## config.mk

```make
export PLATFORM = sky130hd
export DESIGN_NAME = camera_crop_window_capture
export DESIGN_NICKNAME = d
export VERILOG_FILES = /design/src/hw/camera_crop_window_capture.v
export VERILOG_INCLUDE_DIRS = /design/src /design/src/hw
export SDC_FILE = /design/constraint.sdc
export NUM_CORES = 1
export LEC_CHECK = 0
export ABC_AREA = 1
export BUFFER_PORTS_ARGS = -buffer_cell sky130_fd_sc_hd__buf_4
export CAP_MARGIN = 10
export CORE_MARGIN = 2
export CORE_UTILIZATION = 39
export DETAILED_ROUTE_END_ITERATION = 12
export PLACE_DENSITY_LB_ADDON = 0.2
export SLEW_MARGIN = 5
export SYNTH_ARGS = -nofsm -noshare
export SYNTH_HDL_FRONTEND = slang
export SYNTH_SLANG_ARGS = --single-unit
```

## constraint.sdc

```tcl
create_clock -name i_clk -period 4.1 [get_ports i_clk]
set_clock_uncertainty 0.2 [all_clocks]
set_input_delay 0.205 -clock i_clk [delete_from_list [all_inputs] [get_ports i_clk]]
set_output_delay 0.205 -clock i_clk [all_outputs]
set_load 0.02 [all_outputs]
```

## src/hw/crop_capture_regs.vh

```
// register offsets, field positions and reset values of the crop capture block
// assumes byte addresses on a 32-bit avalon-mm slave
`ifndef CROP_CAPTURE_REGS_VH
`define CROP_CAPTURE_REGS_VH

`define CROP_WINDOW_START_OFS   8'h20
`define CROP_WINDOW_SIZE_OFS    8'h24
`define CAPTURED_DATA_WORD_OFS  8'h28
`define CROP_CONTROL_OFS        8'h2c

`define CROP_WINDOW_START_RST   32'h00000000
`define CROP_WINDOW_SIZE_RST    32'h00000000
`define CAPTURED_DATA_WORD_RST  32'h00000000
`define CROP_CONTROL_RST        32'h00000000

`define HSKIP_MSB   13
`define HSKIP_LSB   0
`define FIRST_MSB   28
`define FIRST_LSB   16
`define PIXCNT_MSB  13
`define PIXCNT_LSB  0
`define LINECNT_MSB 29
`define LINECNT_LSB 16

`define START_WMASK 32'h1fff3fff
`define SIZE_WMASK  32'h3fff3fff
`define CTRL_WMASK  32'h00000003

`endif

```

## src/hw/camera_crop_window_capture.v

```verilog
// cropping window and data word packing of a parallel camera capture port
// assumes sensor pins asynchronous to i_clk; pixel clock well below i_clk/4
// How it works
// - skip the horizontal_skip_count pixel clocks at each line start before capturing
// - capture starts at line first_line_select of the frame, counting lines from zero
// - capture pixels_per_line_count plus one pixel clocks in each windowed line
// - capture window_line_count plus one lines, then stop for the frame
// - raise a dma request whenever a full 32-bit word is assembled
// - data word is read-only, byte_zero in bits 7:0, byte_three in 31:24
`timescale 1ns/10ps
`include "crop_capture_regs.vh"

module camera_crop_window_capture #(
  parameter DATA_W = 8
) (
  input  wire              i_clk,          // system clock, 50 mhz
  input  wire              i_reset,        // synchronous reset, active high
  input  wire [7:0]        i_address,      // avalon byte address
  input  wire              i_read,         // avalon read
  input  wire              i_write,        // avalon write
  input  wire [31:0]       i_writedata,    // avalon write data
  input  wire [3:0]        i_byteenable,   // avalon byte enables
  output reg  [31:0]       o_readdata,     // avalon read data
  output wire              o_waitrequest,  // avalon wait request
  input  wire              i_pixel_clock,  // sensor pixel clock
  input  wire              i_hsync,        // line valid, high active
  input  wire              i_vsync,        // frame valid, high active
  input  wire [DATA_W-1:0] i_pixel_data,   // sensor data byte
  output reg               o_dma_request,  // one-cycle pulse per packed word
  output wire              o_capture_busy  // inside an enabled frame
);

  // register file
  reg  [31:0] start_q;
  reg  [31:0] size_q;
  reg  [31:0] word_q;
  reg  [1:0]  ctrl_q;   // bit0 capture enable, bit1 crop enable
  reg         ack_q;

  function [31:0] merge;
    input [31:0] old;
    input [31:0] wd;
    input [3:0]  be;
    input [31:0] wmask;
    integer k;
    begin
      merge = old;
      for (k = 0; k < 4; k = k + 1) begin
        if (be[k]) begin
          merge[k*8 +: 8] = wd[k*8 +: 8];
        end
      end
      merge = merge & wmask;
    end
  endfunction

  // one wait cycle per access gives registered read data
  assign o_waitrequest = (i_read | i_write) & ~ack_q;

  always @(posedge i_clk) begin
    if (i_reset) begin
      ack_q      <= 1'b0;
      start_q    <= `CROP_WINDOW_START_RST;
      size_q     <= `CROP_WINDOW_SIZE_RST;
      ctrl_q     <= 2'h0;
      o_readdata <= 32'h00000000;
    end else begin
      ack_q <= (i_read | i_write) & ~ack_q;
      // a write lands only at the edge where waitrequest is low
      if (i_write & ack_q) begin
        case (i_address)
          `CROP_WINDOW_START_OFS: begin
            start_q <= merge(start_q, i_writedata, i_byteenable, `START_WMASK);
          end
          `CROP_WINDOW_SIZE_OFS: begin
            size_q <= merge(size_q, i_writedata, i_byteenable, `SIZE_WMASK);
          end
          `CROP_CONTROL_OFS: begin
            ctrl_q <= i_byteenable[0] ? i_writedata[1:0] : ctrl_q;
          end
          default: begin
            ctrl_q <= ctrl_q;
          end
        endcase
      end
      if (i_read & ~ack_q) begin
        case (i_address)
          `CROP_WINDOW_START_OFS:  o_readdata <= start_q;
          `CROP_WINDOW_SIZE_OFS:   o_readdata <= size_q;
          `CAPTURED_DATA_WORD_OFS: o_readdata <= word_q;
          `CROP_CONTROL_OFS:       o_readdata <= {29'h0, o_capture_busy, ctrl_q};
          default:                 o_readdata <= 32'h00000000;
        endcase
      end
    end
  end

  // synchronisers for sensor pins
  reg [2:0]        pclk_s;
  reg [1:0]        hs_s;
  reg [1:0]        vs_s;
  reg [DATA_W-1:0] dat_s1;
  reg [DATA_W-1:0] dat_s2;
  reg              hs_prev_q;
  reg              vs_prev_q;

  always @(posedge i_clk) begin
    if (i_reset) begin
      pclk_s    <= 3'h0;
      hs_s      <= 2'h0;
      vs_s      <= 2'h0;
      dat_s1    <= {DATA_W{1'b0}};
      dat_s2    <= {DATA_W{1'b0}};
      hs_prev_q <= 1'b0;
      vs_prev_q <= 1'b0;
    end else begin
      pclk_s    <= {pclk_s[1:0], i_pixel_clock};
      hs_s      <= {hs_s[0], i_hsync};
      vs_s      <= {vs_s[0], i_vsync};
      dat_s1    <= i_pixel_data;
      dat_s2    <= dat_s1;
      hs_prev_q <= hs_s[1];
      vs_prev_q <= vs_s[1];
    end
  end

  // pixel clock rising edge, seen on the settled stages only
  wire pix_edge    = pclk_s[1] & ~pclk_s[2];
  wire frame_start = vs_s[1] & ~vs_prev_q;
  wire line_start  = hs_s[1] & ~hs_prev_q;

  wire [13:0] hskip     = start_q[`HSKIP_MSB:`HSKIP_LSB];
  wire [12:0] first_sel = start_q[`FIRST_MSB:`FIRST_LSB];
  wire [13:0] pix_cnt   = size_q[`PIXCNT_MSB:`PIXCNT_LSB];
  wire [13:0] line_cnt  = size_q[`LINECNT_MSB:`LINECNT_LSB];

  reg         in_frame_q;
  reg  [13:0] line_idx_q;    // lines seen so far in the frame
  reg  [14:0] pix_idx_q;     // pixel clocks seen so far in the line
  reg  [1:0]  byte_sel_q;
  reg  [23:0] pack_q;

  assign o_capture_busy = in_frame_q;

  // line index counts from 0; line first_sel is the window's first line
  wire line_in_win = ~ctrl_q[1] |
                     ((line_idx_q >= {1'b0, first_sel}) &&
                      (line_idx_q - {1'b0, first_sel} <= line_cnt));
  wire pix_in_win  = ~ctrl_q[1] |
                     ((pix_idx_q >= {1'b0, hskip}) &&
                      (pix_idx_q - {1'b0, hskip} <= {1'b0, pix_cnt}));
  wire take = in_frame_q & hs_s[1] & pix_edge & line_in_win & pix_in_win;

  always @(posedge i_clk) begin
    if (i_reset) begin
      in_frame_q    <= 1'b0;
      line_idx_q    <= 14'h0;
      pix_idx_q     <= 15'h0;
      byte_sel_q    <= 2'h0;
      pack_q        <= 24'h0;
      word_q        <= `CAPTURED_DATA_WORD_RST;
      o_dma_request <= 1'b0;
    end else begin
      o_dma_request <= 1'b0;
      if (frame_start) begin
        in_frame_q   <= ctrl_q[0];
        line_idx_q   <= 14'h0;
        pix_idx_q    <= 15'h0;
        byte_sel_q   <= 2'h0;
      end else if (~vs_s[1]) begin
        in_frame_q <= 1'b0;
      end else begin
        if (line_start) begin
          pix_idx_q <= 15'h0;
        end else if (hs_s[1] & pix_edge & (pix_idx_q != 15'h7fff)) begin
          pix_idx_q <= pix_idx_q + 15'h1;
        end
        // line end: advance the line count
        if (~hs_s[1] & hs_prev_q & (line_idx_q != 14'h3fff)) begin
          line_idx_q <= line_idx_q + 14'h1;
        end
        if (take) begin
          case (byte_sel_q)
            2'h0: pack_q[7:0]   <= dat_s2;
            2'h1: pack_q[15:8]  <= dat_s2;
            2'h2: pack_q[23:16] <= dat_s2;
            default: begin
              word_q        <= {dat_s2, pack_q};
              o_dma_request <= 1'b1;
            end
          endcase
          byte_sel_q <= byte_sel_q + 2'h1;
        end
      end
    end
  end

endmodule // camera_crop_window_capture

```

# After elaboration in Yosys (flattened, before gate mapping)
# Cells that the tools add are included.
dict set report classes {
  n_reduce_logical 23
  order_cmp 4
  add_sub_neg 5
  bitwise 27
  mux 6
  n_eq_ne 9
}
# operator count
set ops {}
lappend ops {{32-bit case mux with 4 select lines} 1}
lappend ops {{8-bit by 6-bit equality test with 1-bit output, second input constant} 4}
lappend ops {{15-bit 2-to-1 mux} 2}
lappend ops {{3-bit AND reduction} 9}
lappend ops {{4-bit AND reduction} 4}
lappend ops {{15-bit by 1-bit adder with 15-bit output, second input constant} 1}
lappend ops {{15-bit by 14-bit greater-or-equal comparator with 1-bit output} 1}
lappend ops {{15-bit by 14-bit <= comparator with 1-bit output} 1}
lappend ops {{15-bit != test, second input constant} 1}
lappend ops {{15-bit by 14-bit subtractor with 15-bit output} 1}
lappend ops {{14-bit by 1-bit adder with 14-bit output, second input constant} 1}
lappend ops {{1-bit bitwise AND} 14}
lappend ops {{14-bit by 13-bit greater-or-equal comparator with 1-bit output} 1}
lappend ops {{14-bit <= comparator} 1}
lappend ops {{14-bit != test, second input constant} 1}
lappend ops {{14-bit by 13-bit subtractor with 14-bit output} 1}
lappend ops {{1-bit NOT} 10}
lappend ops {{2-bit AND reduction} 3}
lappend ops {{4-bit OR reduction} 1}
lappend ops {{1-bit 2-to-1 mux} 3}
lappend ops {{1-bit OR} 3}
lappend ops {{3-bit OR reduction} 1}
lappend ops {{2-bit by 1-bit adder with 2-bit output, second input constant} 1}
lappend ops {{2-bit by 1-bit equality test with 1-bit output, second input constant} 1}
lappend ops {{other kinds (6)} 7}
dict set report word_totals {
  output_inout_bits 35
  wordCells 101
  ff_bits 204
  input_bits 59
}

# Logic depth before layout (Yosys ltp)
# Gate-level depths: netlist of the first run.
dict set report logic_depth {
  word_depth 8
  ltp_mapped 29
  ltp_nobuf 28
}

# Worst setup path before layout of the first run
# Ideal clock, no wire load.
dict set report synth_path {
  path_kind {register to register}
  from {register line_idx_q[0]}
  to {register word_q[14]}
  path_buffers 1
  setup_slack_ns 0.570
  required_ns 3.768
  path_stages_with_launch 29
  t_arrival_ns 3.198
  setup_ns 0.132
  period_less_slack_ns 3.530
  cell_sequence {dfxtp_1 inv_1 ha_1 inv_1 fa_1 nand3_1 nand2_1 nand2_1 nand2_2 nand3_1 nand2_1 nand3_1 nand2_1 nand3_1 nand2_1 xor2_1 ha_1 nand4_1 nor3_1 nand4_1 nand2_1 nand3_1 nor2_1 nand2_1 nand2_4 nand2_4 buf_4 nand2_1 a21oi_1}
}
dict set report synth_via {
  elab_chain_len 7
  elab_cells_between_ends 8
  cone_classes {1 x add/sub; 2 x order compare; 3 x bitwise; 2 x reduce/logical}
}
# element line
set synth_lines {}
lappend synth_lines {{start, declared} camera_crop_window_capture.v:138} ;# reg [13:0] line_idx_q;
lappend synth_lines {{start signal, assigned} camera_crop_window_capture.v:180} ;# line_idx_q <= line_idx_q + 14'h1;
lappend synth_lines {{14-bit by 13-bit subtractor with 14-bit output} camera_crop_window_capture.v:148} ;# (line_idx_q - {1'b0, first_sel} <= line_cnt));
lappend synth_lines {{14-bit <= comparator} camera_crop_window_capture.v:148}
lappend synth_lines {{1-bit logical AND (*)} camera_crop_window_capture.v:147} ;# ((line_idx_q >= {1'b0, first_sel}) &&
lappend synth_lines {{1-bit OR (*)} camera_crop_window_capture.v:146} ;# wire line_in_win = ~ctrl_q[1] |
lappend synth_lines {{1-bit bitwise AND (*) (2 in series)} camera_crop_window_capture.v:152} ;# wire take = in_frame_q & hs_s[1] & pix_edge & line_in_win & pix_in_win;
lappend synth_lines {{4-bit AND reduction (no source line) (*)} --}
lappend synth_lines {{end signal, assigned} camera_crop_window_capture.v:161} ;# word_q <= `CAPTURED_DATA_WORD_RST;
lappend synth_lines {{end signal, assigned} camera_crop_window_capture.v:188} ;# word_q <= {dat_s2, pack_q};
lappend synth_lines {{end, declared} camera_crop_window_capture.v:36} ;# reg [31:0] word_q;
# Every way passes the cells marked *; elsewhere a longest branch is shown, timed or not.
# A chain may end at the register's enable or synchronous reset.

# Worst setup path after layout of the first run
dict set report layout_path {
  from {register line_idx_q[0]}
  to {register pack_q[23]}
}
dict set report layout_via {
  elab_chain_len 7
  elab_cells_between_ends 8
  cone_classes {1 x add/sub; 2 x order compare; 3 x bitwise; 2 x reduce/logical}
}
# element line
set layout_lines {}
lappend layout_lines {{14-bit by 13-bit subtractor with 14-bit output} camera_crop_window_capture.v:148}
lappend layout_lines {{14-bit <= comparator} camera_crop_window_capture.v:148}
lappend layout_lines {{1-bit logical AND (*)} camera_crop_window_capture.v:147}
lappend layout_lines {{1-bit OR (*)} camera_crop_window_capture.v:146}
lappend layout_lines {{1-bit bitwise AND (*) (2 in series)} camera_crop_window_capture.v:152}
lappend layout_lines {{4-bit AND reduction (no source line) (*)} --}
lappend layout_lines {{end signal, assigned} camera_crop_window_capture.v:186} ;# 2'h2: pack_q[23:16] <= dat_s2;
lappend layout_lines {{end, declared} camera_crop_window_capture.v:141} ;# reg [23:0] pack_q;
# Marked as above.

==> impl_metrics.env, run 1 <==
export IMPL_cp_start_kind="register"
export IMPL_die_area_um2=27000
export IMPL_min_path_type="input port to register"
export IMPL_ys_ff_latch=204
export IMPL_core_region_area_um2=25200
export IMPL_area_growth_pct=25.7
export IMPL_cp_slowest_cell="fa_2"
export IMPL_finalSetupTns_ps=0
export IMPL_synth_flop_cell="dfxtp_1"
export IMPL_h_tree_depth=1
export IMPL_rsz0062_at_grt="true"
export IMPL_drt_total_wl_um=28300
export IMPL_min_period_ps=3900
export IMPL_crit_type="register to register"
export IMPL_slew_viol_final=0
export IMPL_antennaDiodeCount=0
export IMPL_die_h_um=164
export IMPL_grt_pass1_vias=8514
export IMPL_synth_top_area_share_pct=40.8
export IMPL_crit_required_ps=4260
export IMPL_n_fill_cell=2435
export IMPL_overflow=0
export IMPL_cts_buffer_depth=3
export IMPL_grt_use_total_pct=20.6
export IMPL_synth_area_um2=10000
export IMPL_synth_nets=1470
export IMPL_grt_pass1_wl_um=44600
export IMPL_cp_end_kind="register"
export IMPL_ys_seq_area_share_pct=40.8
export IMPL_drt_pass1_iter_count=5
export IMPL_yosys_area_top_type="dfxtp_1"
export IMPL_worstPathArrival_ps=4060
export IMPL_clockRootBuffer="clkbuf_16"
export IMPL_clkTransAtPathRegs_ps=60
export IMPL_via_count=9351
export IMPL_worst_slack_ps=205
export IMPL_insertion_delay_ps=520
export IMPL_power_density_nw_per_um2=347
export IMPL_crit_path_max_incr_delay_ps=400
export IMPL_dp_hpwl_um=20300
export IMPL_grt_max_degree=80
export IMPL_drive_gt1_share_pct=13.6
export IMPL_num_rows=58
export IMPL_vias_per_cell=5.09
export IMPL_synth_cell_types=40
export IMPL_synthArstFlopShare_pct=0
export IMPL_drt_wirelength_per_cell_um=15.4
export IMPL_portBuffers=89
export IMPL_yosysWarnings=0
export IMPL_initial_core_util_pct=39.7
export IMPL_drc=0
export IMPL_cap_violations=0
export IMPL_dp_slack_ps=29.5
export IMPL_syn_avg_cell_area_um2=7.42
export IMPL_final_seq_area_um2=4090
export IMPL_p_total_mw=4.37
export IMPL_cts_tree="done"
export IMPL_ys_top_cells_by_area="dfxtp_1 (41%), a21oi_1 (10%), nand2_1 (10%), ha_1 (7.6%), inv_1 (5.9%)"
export IMPL_antenna_found_initial=0
export IMPL_tightestPinTransition_ps=1100
export IMPL_fin_crit_sh_pct=95.0
export IMPL_cts_made_buffers=24
export IMPL_routabilityCongestion=0.845
export IMPL_maxSlewHeadroom_pct=26.6
export IMPL_ant_nets=0
export IMPL_peakVddDrop_uv=314
export IMPL_p_leak_nw=5.05
export IMPL_crit_fanout=8
export IMPL_syn_instance_count=1348
export IMPL_setup_violations=0
export IMPL_multi_input_area_um2=5220
export IMPL_r2r_slack_ps=200
export IMPL_fin_area_um2=12600
export IMPL_synth_edf_count=0
export IMPL_fp_dieW_um=164
export IMPL_ios=94
export IMPL_numClockSinks=204
export IMPL_finalHoldViolCount=0
export IMPL_timing_fmax_mhz=257
export IMPL_placed_area_um2=11000
export IMPL_final_nets=1614
export IMPL_status="finished, final reports clean"
export IMPL_drtIter0Drc=633
[power breakdown]
group	total, mW	switching [mW]	internal (mW)
Combinational	0.208	0.112	0.0960
Clock	2.15	0.848	1.31
Sequential	2.01	0.0108	1.99
[worst paths after layout]
check                             startpoint                 endpoint  cells past startpoint
hold / removal               i_byteenable[0]  start_q[0]$_SDFFE_PP0P_                      5
setup reg to reg  line_idx_q[0]$_SDFFE_PP0P_  pack_q[23]$_SDFFE_PP0P_                     29
setup / recovery  line_idx_q[0]$_SDFFE_PP0P_  pack_q[23]$_SDFFE_PP0P_                     29
hold reg to reg         dat_s1[4]$_SDFF_PP0_     dat_s2[4]$_SDFF_PP0_                      2
[timing repair]
action	CTS	global route
hold buffers	56	0
endpoints found under the hold margin	95	0
gates resized for setup	0	43
setup buffers	0	7
setup endpoints to repair	0	57
[cell usage in the layout, fill, tap and decap left out, types with 4 or more instances in the layout]
master,Yosys,final
nand2_2,3,15
xnor2_1,8,8
xor2_1,21,21
nand3_1,92,90
clkinvlp_4,0,4
nand2_1,273,260
ha_1,61,57
o221ai_1,24,24
a21o_1,5,5
a21oi_1,209,203
nand4_1,10,10
clkbuf_16,0,25
clkbuf_8,0,4
nor2_1,80,78
inv_2,2,5
dlygate4sd3_1,0,56
a31oi_1,4,4
nor4_1,6,6
nor3_1,24,24
inv_1,156,153
dfxtp_1,204,202
a21oi_2,0,6
clkbuf_1,36,4
buf_4,5,112
o21ai_0,83,80
[layout make-up]
class,count,share of cell area [%]
Multi-Input combinational cell,933,41.5
Sequential cell,204,32.5
Timing Repair Buffer,171,11.6
Clock buffer,33,5.53
Inverter,158,4.72
Tap cell,330,3.28
Clock inverter,9,0.836
[Yosys cell counts (all sizes together) (18+ instances only)]
cell	number
nor2	80
o21ai	84
xor2	21
a21oi	209
nand3	93
nand2	279
dfxtp	204
buf	18
inv	158
clkbuf	36
o221ai	24
ha	61
nor3	25
[state kept, by name, summed over array words and instances, names as in the netlist, 2 cells and up]
| name | flops |
|---|---|
| dat_s2 | 8 |
| o_readdata | 32 |
| pclk_s | 3 |
| line_idx_q | 14 |
| dat_s1 | 8 |
| vs_s | 2 |
| start_q | 27 |
| pack_q | 24 |
| byte_sel_q | 2 |
| ctrl_q | 2 |
| word_q | 32 |
| size_q | 28 |
| pix_idx_q | 15 |
| hs_s | 2 |
[worst max-delay path, delay by kind of cell, from the launching register on]
kind / cells / cell delay [ps]
AOI/OAI and AO/OA: 1 / 50
adders and majority gates: 3 / 850
xor gates and xnor gates: 1 / 150
and+or+nand+nor: 20 / 1790
buffers and inverters: 4 / 370
DFF: 1 / 320
[per-layer routing]
layer / track usage, % / share of wire (%) / vias to the layer above
met2: 32.9 / 45 / 228
met4: 4.78 / 1.9 / 0
met3: 3.13 / 5.5 / 32
met5: 0 / 0 / -
li1: - / - / 4813
met1: 29.2 / 47 / 4278
[kinds of logic after synthesis]
family | synth area share (%)
compound gates | 18.2
xor+xnor | 2.54
fa+ha+maj | 8.03
buf+inv | 8.56
flops | 40.8
simple gates | 21.9
[metrics by stage]
step / instances / util [%] / hold slack [ps]
5_1_grt: 1838 / 49.9 / 113
4_1_cts: 1830 / 49.1 / 83.0
3_5_place_dp: 1732 / 43.7 / 196
3_3_place_gp: 1732 / 43.7 / 196
2_1_floorplan: 1348 / - / 112
6_report: 1838 / 49.9 / 90.7
Power figures use the tool's default switching activity.
==> run 2: changes to the inputs <==
--- a/config.mk
+++ b/config.mk
@@ -12,6 +12,7 @@
 export CORE_MARGIN = 2
 export CORE_UTILIZATION = 39
 export DETAILED_ROUTE_END_ITERATION = 12
+export GPL_TIMING_DRIVEN = 0
 export PLACE_DENSITY_LB_ADDON = 0.2
 export SLEW_MARGIN = 5
 export SYNTH_ARGS = -nofsm -noshare
==> impl_metrics.env, run 2 (synthesized netlist as in run 1, its figures left out) <==
export IMPL_fin_area_um2=12800
export IMPL_place_inst=1766
export IMPL_peakVddDrop_uv=255
export IMPL_wl_met2_um=14400
export IMPL_drt_pass1_iter_count=7
export IMPL_area_growth_pct=27.6
export IMPL_n_fill_cell=2491
export IMPL_wl_met1_um=13500
export IMPL_h_tree_depth=1
export IMPL_r2r_start="line_idx_q[0]$_SDFFE_PP0P_"
export IMPL_numClockSinks=204
export IMPL_drt_total_wl_um=30300
export IMPL_p_leak_nw=5.12
export IMPL_timing_fmax_mhz=252
export IMPL_core_region_area_um2=25200
export IMPL_slew_viol_final=0
export IMPL_grt_max_degree=14
export IMPL_drive_gt1_share_pct=15.8
export IMPL_cts_made_buffers=23
export IMPL_power_density_nw_per_um2=333
export IMPL_final_util_pct=50.7
export IMPL_grt_use_total_pct=22.1
export IMPL_fin_crit_sh_pct=97.0
export IMPL_fp_dieW_um=164
export IMPL_final_nets=1640
export IMPL_ant_nets=0
export IMPL_clkTransAtPathRegs_ps=60
export IMPL_crit_type="register to register"
export IMPL_cp_depth=28
export IMPL_antenna_found_initial=0
export IMPL_cp_start_kind="register"
export IMPL_cp_endpoint="word_q[14]$_SDFFE_PP0P_"
export IMPL_cts_buffer_depth=3
export IMPL_drt_wirelength_per_cell_um=16.2
export IMPL_min_period_ps=3980
export IMPL_final_common_cell="nand2_1"
export IMPL_worst_slack_ps=124
export IMPL_drc=0
export IMPL_layout_common_cells="nand2_1 (235), dfxtp_1 (200), a21oi_1 (198), inv_1 (153), buf_4 (96)"
export IMPL_initial_core_util_pct=39.7
export IMPL_placed_area_um2=11100
export IMPL_rsz0062_at_grt="true"
export IMPL_overflow=0
export IMPL_layout_cells_non_filler=1865
export IMPL_grt_pass1_vias=9048
export IMPL_crit_path_max_incr_delay_ps=400
export IMPL_routabilityCongestion=0.883
export IMPL_highest_signal_layer="met4"
export IMPL_clockRootBuffer="clkbuf_16"
export IMPL_ios=94
export IMPL_insertion_delay_ps=530
export IMPL_cap_violations=0
export IMPL_setup_violations=0
export IMPL_num_rows=58
export IMPL_dp_slack_ps=-25.8
export IMPL_tightestPinTransition_ps=829
export IMPL_die_h_um=164
export IMPL_critical_path_buf_inv_count=3
export IMPL_vias_per_cell=5.08
export IMPL_via_count=9471
export IMPL_dp_hpwl_um=22800
export IMPL_top_regs="o_readdata (32), word_q (32), size_q (28)"
export IMPL_r2r_end="word_q[14]$_SDFFE_PP0P_"
export IMPL_finalHoldViolCount=0
export IMPL_dr_wl_met3_um=1430
export IMPL_cp_end_kind="register"
export IMPL_reg2reg_depth=28
export IMPL_r2r_slack_ps=120
export IMPL_antennaDiodeCount=0
export IMPL_cts_tree="done"
export IMPL_status="finished, final reports clean"
export IMPL_crit_fanout=7
export IMPL_grt_pass1_wl_um=47000
export IMPL_maxSlewHeadroom_pct=44.7
export IMPL_min_path_type="input port to register"
export IMPL_drtIter0Drc=700
export IMPL_die_area_um2=27000
export IMPL_worstPathArrival_ps=4170
export IMPL_startpoint="line_idx_q[0]$_SDFFE_PP0P_"
export IMPL_crit_required_ps=4290
export IMPL_portBuffers=88
export IMPL_cp_slowest_cell="fa_2"
export IMPL_cp_top_family="simple AND/OR/NAND/NOR gates"
run 2: changes by cell type in the layout (fill, tap and decap cells not counted), sizes merged:
cell,change
clkinvlp,-4
clkinv,+7
dlygate4sd3,-12
buf,-2
clkbuf,+37
nand2,+1
inv,+1
bufinv,-1
run 2: area by class of cell:
cell class | count | area (µm²) | area share (%)
well taps | 330 | 413 | 3.23
clock buffers | 30 | 642 | 5.03
multi-input cells | 934 | 5370 | 42.1
clock inverters | 12 | 104 | 0.813
flip-flops and latches | 204 | 4090 | 32.1
plain buffers | 54 | 294 | 2.30
inverters | 158 | 596 | 4.66
repair buffers | 143 | 1250 | 9.82
run 2: how the worst min path moves through the flow:
stage / start / end / cells after the start
CTS: i_byteenable[3] / size_q[24]$_SDFFE_PP0P_ / 6
global route: i_byteenable[3] / size_q[24]$_SDFFE_PP0P_ / 6
detailed placement: dat_s1[3]$_SDFF_PP0_ / dat_s2[3]$_SDFF_PP0_ / 2
floorplan: i_pixel_data[0] / dat_s1[0]$_SDFF_PP0_ / 2
global placement: dat_s1[2]$_SDFF_PP0_ / dat_s2[2]$_SDFF_PP0_ / 2
finish: i_byteenable[3] / size_q[24]$_SDFFE_PP0P_ / 6
run 2: report_power, final:
group / switching (mW) / internal [mW] / leakage, nW
logic: 0.126 / 0.0915 / 3.09
registers: 0.00961 / 1.99 / 1.65
clock network: 0.859 / 1.17 / 0.379
total: 0.994 / 3.26 / 5.12
run 2: layer usage:
metal  vias to the layer above  GRT usage [%]
met5                         -              0
met4                         0           6.38
met3                        58           2.60
met2                       236           37.7
met1                      4305           29.5
li1                       4872              -
run 2: tightest hold or removal path, stage by stage:
cell and delay, ps:
buf_4 110, inv_1 70, nor2_1 60, nand2_1 90, o21ai_0 70, a21oi_1 100
run 2: what timing repair did:
item	CTS	global route
endpoints found under the hold margin	70	0
endpoints found under the setup margin	53	59
cloned	1	5
gates resized for setup	3	95
buffers inserted	0	7
hold buffers	44	0
pin swaps	3	12
run 2: metrics by stage:
stage	hold WS, ps	power, mW	setup TNS (ps)
2_1_floorplan	112	2.13	0
6_report	13.8	4.25	0
4_1_cts	1.29	4.28	-87.0
5_1_grt	65.3	4.38	-6820
3_5_place_dp	193	2.23	-293
3_3_place_gp	192	2.23	-1360
